--- config.mk ---
export PLATFORM = sky130hd
export DESIGN_NAME = scpm_top
export DESIGN_NICKNAME = d
export VERILOG_FILES = /design/src/inc/scpm_pkg.sv /design/src/verilog/scpm_top.sv /design/src/verilog/scpm_gate_decode.sv
export SDC_FILE = /design/constraint.sdc
export NUM_CORES = 1
export LEC_CHECK = 0
export ABC_CLOCK_PERIOD_IN_PS = 2550
export BUFFER_PORTS_ARGS = -buffer_cell sky130_fd_sc_hd__buf_2
export CAP_MARGIN = 20
export CELL_PAD_IN_SITES_DETAIL_PLACEMENT = 1
export CELL_PAD_IN_SITES_GLOBAL_PLACEMENT = 2
export CORE_MARGIN = 2
export CORE_UTILIZATION = 24
export CTS_CLUSTER_DIAMETER = 40
export CTS_CLUSTER_SIZE = 30
export DETAILED_ROUTE_END_ITERATION = 7
export GPL_ROUTABILITY_DRIVEN = 0
export GPL_TIMING_DRIVEN = 0
export PLACE_DENSITY_LB_ADDON = 0.1
export SYNTH_ARGS = -nofsm -noshare
export SYNTH_HDL_FRONTEND = slang
export SYNTH_HIERARCHICAL = 1
export SYNTH_SLANG_ARGS = --single-unit
export TNS_END_PERCENT = 50
--- constraint.sdc ---
create_clock -name pclk -period 2.55 [get_ports pclk]
set_clock_uncertainty 0.15 [all_clocks]
set_input_delay 0.765 -clock pclk [delete_from_list [all_inputs] [get_ports pclk]]
set_output_delay 0.765 -clock pclk [all_outputs]
set_load 0.01 [all_outputs]
--- src/inc/scpm_pkg.sv ---
// Package of constants for the subclock and power-mode clock control block
`default_nettype none
package scpm_pkg;
    // ---------------------------------------------------------------
    // Register byte offsets
    // ---------------------------------------------------------------
    localparam logic [7:0] CTRL_OFFSET   = 8'h00;
    localparam logic [7:0] STATUS_OFFSET = 8'h04;
    localparam logic [7:0] CMD_OFFSET    = 8'h08;
    // ---------------------------------------------------------------
    // Control register fields
    // ---------------------------------------------------------------
    localparam int CTRL_STOP_BIT     = 0;
    localparam int CTRL_MPLL_BIT     = 1;
    localparam int CTRL_SUBEN_BIT    = 2;
    localparam int CTRL_MOSCD_BIT    = 3;
    localparam int CTRL_SOSCD_BIT    = 4;
    localparam int CTRL_RTCSUB_BIT   = 5;
    localparam int CTRL_SLEEP_BIT    = 6;
    localparam int CTRL_WIDTH        = 7;
    localparam logic [6:0] CTRL_RESET = 7'h00;
    // ---------------------------------------------------------------
    // Command register fields (write one to act)
    // ---------------------------------------------------------------
    localparam int CMD_WAKE_BIT      = 0;
    // ---------------------------------------------------------------
    // Status register fields
    // ---------------------------------------------------------------
    localparam int ST_MAIN_OSC_BIT   = 0;
    localparam int ST_SUB_OSC_BIT    = 1;
    localparam int ST_RTC_BIT        = 2;
    localparam int ST_CPU_BIT        = 3;
    localparam int ST_PERI_BIT       = 4;
    localparam int ST_PLL_BIT        = 5;
    localparam int ST_RTC_SRC_BIT    = 6;
    localparam int ST_MODE_LSB       = 8;
    localparam int ST_WIDTH          = 7;
    localparam logic [6:0] ST_RESET  = 7'h00;
    // ---------------------------------------------------------------
    // Power modes
    // ---------------------------------------------------------------
    typedef enum logic [2:0] {
        SCPM_RUN,
        SCPM_DUAL_OSC_LOW_POWER,
        SCPM_SUB_OSC_ONLY,
        SCPM_FULL_STOP
    } scpm_mode_e;
endpackage
`default_nettype wire

--- src/verilog/scpm_top.sv ---
// Subclock and power-mode clock gating control with APB registers
//
// Decided for this implementation: the APB register port and the register addresses.
`timescale 1ns/1ps
`default_nettype none
module scpm_top
(
    input  wire logic        pclk,
    input  wire logic        presetn,
    input  wire logic        psel,
    input  wire logic        penable,
    input  wire logic        pwrite,
    input  wire logic [7:0]  paddr,
    input  wire logic [31:0] pwdata,
    output logic [31:0]      prdata,
    output logic             pready,
    output logic             pslverr,
    input  wire logic        rtc_source_strap,
    input  wire logic        wake_event,
    output logic             main_osc_run,
    output logic             sub_osc_run,
    output logic             rtc_clk_en,
    output logic             rtc_clk_from_main,
    output logic             cpu_clk_en,
    output logic             peri_clk_en,
    output logic             pll_run
);
    // ---------------------------------------------------------------
    // Input synchronisers
    // ---------------------------------------------------------------
    logic [1:0] strap_sync_q;
    logic [1:0] strap_sync_d;
    logic [1:0] wake_sync_q;
    logic [1:0] wake_sync_d;
    logic       strap;
    logic       wake;

    always_comb
    begin
        strap_sync_d = {strap_sync_q[0], rtc_source_strap};
        wake_sync_d  = {wake_sync_q[0], wake_event};
    end

    always_ff @(posedge pclk or negedge presetn)
    begin
        if (!presetn)
        begin
            strap_sync_q <= 2'h0;
            wake_sync_q  <= 2'h0;
        end
        else
        begin
            strap_sync_q <= strap_sync_d;
            wake_sync_q  <= wake_sync_d;
        end
    end

    assign strap = strap_sync_q[1];
    assign wake  = wake_sync_q[1];

    // ---------------------------------------------------------------
    // APB slave and mode state
    // ---------------------------------------------------------------
    logic [scpm_pkg::CTRL_WIDTH-1:0] ctrl_q;
    logic [scpm_pkg::CTRL_WIDTH-1:0] ctrl_d;
    scpm_pkg::scpm_mode_e            mode_q;
    scpm_pkg::scpm_mode_e            mode_d;
    logic [31:0]                     prdata_d;
    logic                            pslverr_d;
    logic                            pready_d;
    logic                            wr;
    logic                            rd;
    logic                            access;
    logic [scpm_pkg::ST_WIDTH-1:0]   gates;
    logic [scpm_pkg::ST_WIDTH-1:0]   gates_q;

    // Single-cycle wait: pready rises one edge after the access starts
    assign access = psel && penable && !pready;
    assign wr     = access && pwrite;
    assign rd     = access && !pwrite;

    always_comb
    begin
        ctrl_d    = ctrl_q;
        mode_d    = mode_q;
        prdata_d  = 32'h0000_0000;
        pslverr_d = 1'b0;
        pready_d  = access;
        if (wr && paddr == scpm_pkg::CTRL_OFFSET)
        begin
            ctrl_d = pwdata[scpm_pkg::CTRL_WIDTH-1:0];
        end
        else if (wr && paddr == scpm_pkg::CMD_OFFSET)
        begin
            ctrl_d = ctrl_q;
        end
        else if (wr && paddr != scpm_pkg::CMD_OFFSET)
        begin
            pslverr_d = 1'b1;
        end
        if (rd)
        begin
            case (paddr)
                scpm_pkg::CTRL_OFFSET:
                    prdata_d = {25'h0, ctrl_q};
                scpm_pkg::STATUS_OFFSET:
                    prdata_d = {21'h0, 3'(mode_q), 1'b0, gates_q};
                default:
                    pslverr_d = 1'b1;
            endcase
        end
        // Stop request evaluates the mode bits once, on entry
        if (mode_q == scpm_pkg::SCPM_RUN && ctrl_q[scpm_pkg::CTRL_STOP_BIT])
        begin
            if (!ctrl_q[scpm_pkg::CTRL_MOSCD_BIT])
                mode_d = scpm_pkg::SCPM_DUAL_OSC_LOW_POWER;
            else if (!ctrl_q[scpm_pkg::CTRL_SOSCD_BIT] && !strap
                     && ctrl_q[scpm_pkg::CTRL_RTCSUB_BIT])
                mode_d = scpm_pkg::SCPM_SUB_OSC_ONLY;
            else
                mode_d = scpm_pkg::SCPM_FULL_STOP;
        end
        // Wake returns the mode to run and drops the stop request
        if (mode_q != scpm_pkg::SCPM_RUN
            && (wake || (wr && paddr == scpm_pkg::CMD_OFFSET
                         && pwdata[scpm_pkg::CMD_WAKE_BIT])))
        begin
            mode_d = scpm_pkg::SCPM_RUN;
            ctrl_d[scpm_pkg::CTRL_STOP_BIT] = 1'b0;
        end
    end

    always_ff @(posedge pclk or negedge presetn)
    begin
        if (!presetn)
        begin
            ctrl_q  <= scpm_pkg::CTRL_RESET;
            mode_q  <= scpm_pkg::SCPM_RUN;
            prdata  <= 32'h0000_0000;
            pready  <= 1'b0;
            pslverr <= 1'b0;
        end
        else
        begin
            ctrl_q  <= ctrl_d;
            mode_q  <= mode_d;
            prdata  <= prdata_d;
            pready  <= pready_d;
            pslverr <= pslverr_d;
        end
    end

    // ---------------------------------------------------------------
    // Clock gate decode and registered outputs
    // ---------------------------------------------------------------
    scpm_gate_decode u_decode
    (
        .strap           (strap),
        .sleep           (ctrl_q[scpm_pkg::CTRL_SLEEP_BIT]),
        .main_pll_enable (ctrl_q[scpm_pkg::CTRL_MPLL_BIT]),
        .sub_osc_enable  (ctrl_q[scpm_pkg::CTRL_SUBEN_BIT]),
        .mode            (mode_q),
        .gates           (gates)
    );

    always_ff @(posedge pclk or negedge presetn)
    begin
        if (!presetn)
            gates_q <= scpm_pkg::ST_RESET;
        else
            gates_q <= gates;
    end

    assign main_osc_run      = gates_q[scpm_pkg::ST_MAIN_OSC_BIT];
    assign sub_osc_run       = gates_q[scpm_pkg::ST_SUB_OSC_BIT];
    assign rtc_clk_en        = gates_q[scpm_pkg::ST_RTC_BIT];
    assign cpu_clk_en        = gates_q[scpm_pkg::ST_CPU_BIT];
    assign peri_clk_en       = gates_q[scpm_pkg::ST_PERI_BIT];
    assign pll_run           = gates_q[scpm_pkg::ST_PLL_BIT];
    assign rtc_clk_from_main = gates_q[scpm_pkg::ST_RTC_SRC_BIT];

    // ---------------------------------------------------------------
    // Checks
    // ---------------------------------------------------------------
    property p_strap_kills_sub;
        @(posedge pclk) disable iff (!presetn)
        strap_sync_q[1] |=> !sub_osc_run;
    endproperty
    a_strap_kills_sub: assert property (p_strap_kills_sub)
        else $error("sub oscillator runs with strap high");

    property p_sub_needs_enable;
        @(posedge pclk) disable iff (!presetn)
        !ctrl_q[scpm_pkg::CTRL_SUBEN_BIT] |=> !sub_osc_run;
    endproperty
    a_sub_needs_enable: assert property (p_sub_needs_enable)
        else $error("sub oscillator runs without enable");

    property p_sleep_stops_cpu;
        @(posedge pclk) disable iff (!presetn)
        ctrl_q[scpm_pkg::CTRL_SLEEP_BIT] |=> !cpu_clk_en;
    endproperty
    a_sleep_stops_cpu: assert property (p_sleep_stops_cpu)
        else $error("cpu clock runs in sleep");

    property p_run_pll;
        @(posedge pclk) disable iff (!presetn)
        mode_q == scpm_pkg::SCPM_RUN |=> peri_clk_en && main_osc_run
            && pll_run == $past(ctrl_q[scpm_pkg::CTRL_MPLL_BIT]);
    endproperty
    a_run_pll: assert property (p_run_pll)
        else $error("run mode gating wrong");

    property p_dual_rtc;
        @(posedge pclk) disable iff (!presetn)
        mode_q == scpm_pkg::SCPM_DUAL_OSC_LOW_POWER
            |=> main_osc_run && !cpu_clk_en && !peri_clk_en && !pll_run
            && rtc_clk_en == (rtc_clk_from_main || sub_osc_run);
    endproperty
    a_dual_rtc: assert property (p_dual_rtc)
        else $error("dual oscillator mode gating wrong");

    property p_sub_only;
        @(posedge pclk) disable iff (!presetn)
        mode_q == scpm_pkg::SCPM_SUB_OSC_ONLY |=> !main_osc_run && !pll_run
            && !cpu_clk_en && !peri_clk_en;
    endproperty
    a_sub_only: assert property (p_sub_only)
        else $error("sub oscillator only mode gating wrong");

    property p_full_stop;
        @(posedge pclk) disable iff (!presetn)
        mode_q == scpm_pkg::SCPM_FULL_STOP |=> !main_osc_run && !sub_osc_run
            && !rtc_clk_en && !cpu_clk_en && !peri_clk_en && !pll_run;
    endproperty
    a_full_stop: assert property (p_full_stop)
        else $error("full stop leaves a clock on");

    property p_wake;
        @(posedge pclk) disable iff (!presetn)
        mode_q != scpm_pkg::SCPM_RUN && wake_sync_q[1]
            |=> mode_q == scpm_pkg::SCPM_RUN ##1 peri_clk_en;
    endproperty
    a_wake: assert property (p_wake)
        else $error("wake did not restore run");

    property p_rtc_src;
        @(posedge pclk) disable iff (!presetn)
        rtc_clk_en && !rtc_clk_from_main |-> sub_osc_run;
    endproperty
    a_rtc_src: assert property (p_rtc_src)
        else $error("counter clock source not running");
endmodule
`default_nettype wire

--- src/verilog/scpm_gate_decode.sv ---
// Combinational decode of the clock enables for one power mode
`timescale 1ns/1ps
`default_nettype none
module scpm_gate_decode
(
    input  wire logic                   strap,
    input  wire logic                   sleep,
    input  wire logic                   main_pll_enable,
    input  wire logic                   sub_osc_enable,
    input  wire scpm_pkg::scpm_mode_e   mode,
    output logic [scpm_pkg::ST_WIDTH-1:0] gates
);
    logic main_osc;
    logic sub_osc;
    logic rtc;
    logic cpu;
    logic peri;
    logic pll;

    always_comb
    begin
        main_osc = 1'b1;
        sub_osc  = 1'b1;
        rtc      = 1'b1;
        cpu      = 1'b0;
        peri     = 1'b0;
        pll      = 1'b0;
        case (mode)
            scpm_pkg::SCPM_RUN:
            begin
                peri = 1'b1;
                cpu  = !sleep;
                pll  = main_pll_enable;
            end
            scpm_pkg::SCPM_DUAL_OSC_LOW_POWER:
            begin
                rtc = 1'b1;
            end
            scpm_pkg::SCPM_SUB_OSC_ONLY:
            begin
                main_osc = 1'b0;
            end
            scpm_pkg::SCPM_FULL_STOP:
            begin
                main_osc = 1'b0;
                sub_osc  = 1'b0;
                rtc      = 1'b0;
            end
            default:
            begin
                main_osc = 1'b1;
            end
        endcase
        // Sub oscillator only starts when enabled and the strap allows it
        sub_osc = sub_osc && sub_osc_enable && !strap;
        // With the strap low the counter needs the sub oscillator
        if (!strap && !sub_osc)
        begin
            rtc = 1'b0;
        end
        // With the strap high the counter needs the main oscillator
        if (strap && !main_osc)
        begin
            rtc = 1'b0;
        end
        gates = {strap, pll, peri, cpu, rtc, sub_osc, main_osc};
    end
endmodule
`default_nettype wire

## Word-level counts from Yosys, hierarchy flattened

Cells that the tools add are included.

- Shifts and indexed selects: 0
- Bitwise gates (word level): 0
- Multiplexer cells: 20
- $add $sub $neg: 0
- Multipliers: 0
- $lt $le $gt $ge: 0
- Div/mod/pow operators: 0
- Eq/ne operators: 5
- Reduce and logical (&&, ||, !) cells: 30

Operators with widths:

| cell | count |
|---|---|
| $pmux W11 S2 | 1 |
| $logic_and A1 B1 Y1 | 16 |
| $mux W1 | 15 |
| $mux W11 | 1 |
| $eq A8 B3 Y1 const B | 1 |
| $eq A8 B4 Y1 const B | 1 |
| $logic_not A8 Y1 | 1 |
| $ne A8 B4 Y1 const B | 1 |
| $eq A3 B2 Y1 const B | 2 |
| $logic_not A1 Y1 | 6 |
| $mux W3 | 2 |
| $reduce_bool A2 Y1 | 2 |
| $reduce_or A2 Y1 | 2 |
| $logic_not A3 Y1 | 1 |
| $reduce_bool A3 Y1 | 1 |
| $mux W2 | 1 |
| $logic_or A1 B1 Y1 | 1 |

- Memories: 0
- Input port bits: 47
- Word-level logic and storage cells: 64
- Register bits after elaboration: 55
- Bits in read-only memories: 0
- Latch bits: 0
- Output and inout port bits: 41
- Memory bits (writable): 0

## Longest topological paths before layout

- Word-level depth: 9
- Gate-level depth with buffers: 5
- Mapped depth without buffers: 4

## By module

Netlist, hierarchy kept.

Modules (own cells, without submodules):

| module | seq. area each (um^2) | area an instance (um^2) | times used | cells each |
|---|---|---|---|---|
| scpm_top | 775.7 | 1327.5 | 1 | 104 |
| scpm_gate_decode | 0.0 | 110.1 | 1 | 16 |

## Least setup slack after synthesis

Ideal clock, no wire load.

- Kind: input to register
- From: in paddr[1]
- To: reg ctrl_q[1] in the netlist's numbering
- Stages: 4
- Data arrival time: 2.259 ns
- Setup time: 0.125 ns
- Data required time: 2.275 ns
- Slack: 0.015 ns
- Buffers on the path: 1
- Cells stage by stage: or4_4 -> or4_4 -> buf_6 -> mux2_4

- Longest elaborated chain between the ends: 2

Ends and longest elaborated chain:

| what | RTL line | source |
|---|---|---|
| start, declared | scpm_top.sv:13 | `input wire logic [7:0] paddr,` |
| $logic_not A8 Y1 | scpm_top.sv:89 | `if (wr && paddr == scpm_pkg::CTRL_OFFSET)` |
| $logic_and A1 B1 Y1 | scpm_top.sv:89 |  |
| end signal, assigned | scpm_top.sv:137 | `ctrl_q <= scpm_pkg::CTRL_RESET;` |
| end signal, assigned | scpm_top.sv:145 | `ctrl_q <= ctrl_d;` |
| end, declared | scpm_top.sv:64 | `logic [scpm_pkg::CTRL_WIDTH-1:0] ctrl_q;` |

Every way passes these cells.
A chain may end at the register's enable or synchronous reset.

## Worst setup path after layout

- From: in paddr[1]
- To: reg ctrl_q[3] in the netlist's numbering

The elaborated chain is that of the path after synthesis.

==> flow_summary.json <==
{
  "status": "complete, no violations",
  "critPathKind": "input port to flop",
  "fin_setup_tns_ns": 0,
  "wl_mm": 3.23,
  "seqPwrFrac": 0.457,
  "fmaxAchievable_ghz": 0.415,
  "ant_nets": 0,
  "final.min_clock_period_ns": 2.41,
  "ys_seq_area_frac": 0.540,
  "layout_common_cells": "39 x buf_2, 31 x dfrtp_1, 30 x buf_4",
  "leakage_nw": 1.06,
  "cts_tree": "done",
  "whs_endpoint": "wake_sync_q[1]",
  "synth.distinct_cells": 29,
  "crit_fanout": 8,
  "holdCritStartpoint": "wake_sync_q[0]",
  "dr.pass1.iters": 4,
  "max_cap_violations": 0,
  "die_x_um": 81.4,
  "yosys_warnings": 6,
  "synthToLayoutAreaGrowth_pct": 36.0,
  "rsz0062_at_grt": "false",
  "yosysTopAreaCellShare": 0.540,
  "endpoint_kind": "flop",
  "p_int_mw": 0.871,
  "ys.flop_type": "dfrtp_1",
  "setup_viol_count_final": 0,
  "drt_iter0_markers": 32,
  "final_common_cell": "buf_2",
  "cts-root-buf": "clkbuf_8",
  "syn_inst": 120,
  "diodes": 0,
  "final_util": 0.334,
  "portBuffers": 39,
  "grt_pass1_wl_mm": 5.11,
  "nFillCells": 679,
  "core_um2": 5850,
  "r2r_end": "ctrl_q[3]",
  "tightest_slew_ns": 0.684,
  "synth-edff-count": 0,
  "power_density_nw_per_um2": 572,
  "antenna_found_initial": 0,
  "dieHeight_um": 81.4,
  "worstSkewPairLatency_ns": 0.28,
  "grt_pass1_vias": 1024,
  "rr_startpoint": "pready",
  "vias": 1033,
  "cp_data_required_time_ns": 2.57,
  "finalHoldViolCount": 0,
  "drive_gt1_frac": 0.472,
  "cts-resized-gates": 1,
  "syn_area_um2": 1440,
  "cts-buffers-inserted": 5,
  "ir_drop_mv": 0.190,
  "slew_violations": 0,
  "grt_remaining_overflow": 0,
  "crit_arrival_ns": 2.43,
  "rows": 28,
  "worst_hold_slack_ns": 0.197,
  "p_clk_frac": 0.447,
  "cts_buffer_depth": 2,
  "ys_ff_latch": 31,
  "r2r_cells": 4,
  "cts_sinks": 31,
  "grt_usage": 0.105,
  "cts_setup_buffers": 0,
  "swShare": 0.221,
  "wl_per_cell_um": 12.0,
  "regArea_um2": 776,
  "cts.reportedPaths.clkPinSlew_ns": 0.07,
  "nets": 239,
  "relSlewSlack": 0.544,
  "async_reset_ff_frac": 1.00,
  "syn_area_per_cell_um2": 12.0,
  "htreeDepth": 2,
  "cp-start-kind": "input port",
  "drc_errors": 0,
  "die-area_um2": 6630,
  "start_util": 0.246,
  "hp-class": "flop to flop",
  "dp_hpwl_mm": 2.47,
  "synthTopCellsByArea": "dfrtp_1 54%, buf_4 16%, mux2_4 6.3%, a22oi_1 3.7%, nor2_1 2.9%",
  "finalCritPeriodShare": 0.945,
  "via_per_inst": 3.85,
  "pin_count": 88,
  "holdBufCountCts": 0,
  "grt_max_degree": 32,
  "combPwrFrac": 0.096,
  "hold_depth": 0,
  "p_sw_mw": 0.247,
  "multi_input_area_um2": 522,
  "reg2reg_slack_ns": 0.59,
  "yosys.area.top_type": "dfrtp_1"
}
[registers in the layout (all words and copies together), names as in the netlist]
register,flops
prdata,9
gates_q,7
pready,1
pslverr,1
mode_q,2
strap_sync_q,2
wake_sync_q,2
ctrl_q,7
[routing by layer]
layer  part of all wire  wire length, µm  GRT usage
met5                  0                0          0
met4              0.019               61     0.0458
met3              0.069              222     0.0333
met2               0.52             1670      0.180
met1               0.39             1270      0.119
[area by class of cell]
class | count | area share
Timing Repair Buffer | 39 | 0.0998
Tap cell | 75 | 0.0480
Buffer | 32 | 0.123
Inverter | 3 | 0.00576
Sequential cell | 31 | 0.397
Clock inverter | 2 | 0.0179
Clock buffer | 6 | 0.0422
Multi-Input combinational cell | 80 | 0.267
[cells by family after synthesis]
group / count (synthesis) / share of synthesized area
DFF: 31 / 0.540
AOI/OAI and AO/OA: 15 / 0.0801
muxes: 6 / 0.0627
and+or+nand+nor: 32 / 0.140
other: 1 / 0.00261
buffers and inverters: 35 / 0.175
[power by group through the flow]
stage          clock (mW)  combinational (mW)  sequential (mW)
2_1_floorplan           0              0.0639            0.521
3_3_place_gp            0               0.103            0.520
3_5_place_dp            0               0.105            0.520
4_1_cts             0.516               0.107            0.511
5_1_grt             0.547               0.120            0.512
6_report            0.500               0.108            0.511
[worst max path at each step]
stage                   from        end  slack (ns)  cells after the start
finish              paddr[1]  ctrl_q[3]        0.14                      5
global route        paddr[1]  ctrl_q[2]        0.13                      5
CTS                 paddr[1]  prdata[0]        0.06                      5
detailed placement  paddr[1]  prdata[2]       -0.31                      5
floorplan           paddr[1]  ctrl_q[1]        0.02                      4
global placement    paddr[1]  prdata[2]       -0.27                      5
[stage by stage]
step                      instances  setup slack [ns]  instance area (µm²)  total power, mW
after floorplan                 146            0.0154                 1540            0.584
after global placement          260            -0.274                 1820            0.623
after detailed placement        260            -0.311                 1820            0.626
after CTS                       268            0.0588                 1950             1.13
after global routing            268             0.128                 1960             1.18
final                           268             0.139                 1960             1.12
[cells in the mapped netlist, drive strengths merged (2+ instances only)]
library cell,count
buf,31
dfrtp,31
nor2,11
a22oi,7
mux2,6
nand2b,5
inv,3
nor3,3
a21o,2
and3,2
nor4,2
nor4bb,2
or4,2
[critical path, cell delays in order]
cell and delay, ns:
buf_2 0.10, or4_4 0.57, or4_4 0.53, buf_6 0.16, mux2_4 0.30
No activity file was read; power rests on OpenSTA's default activity.
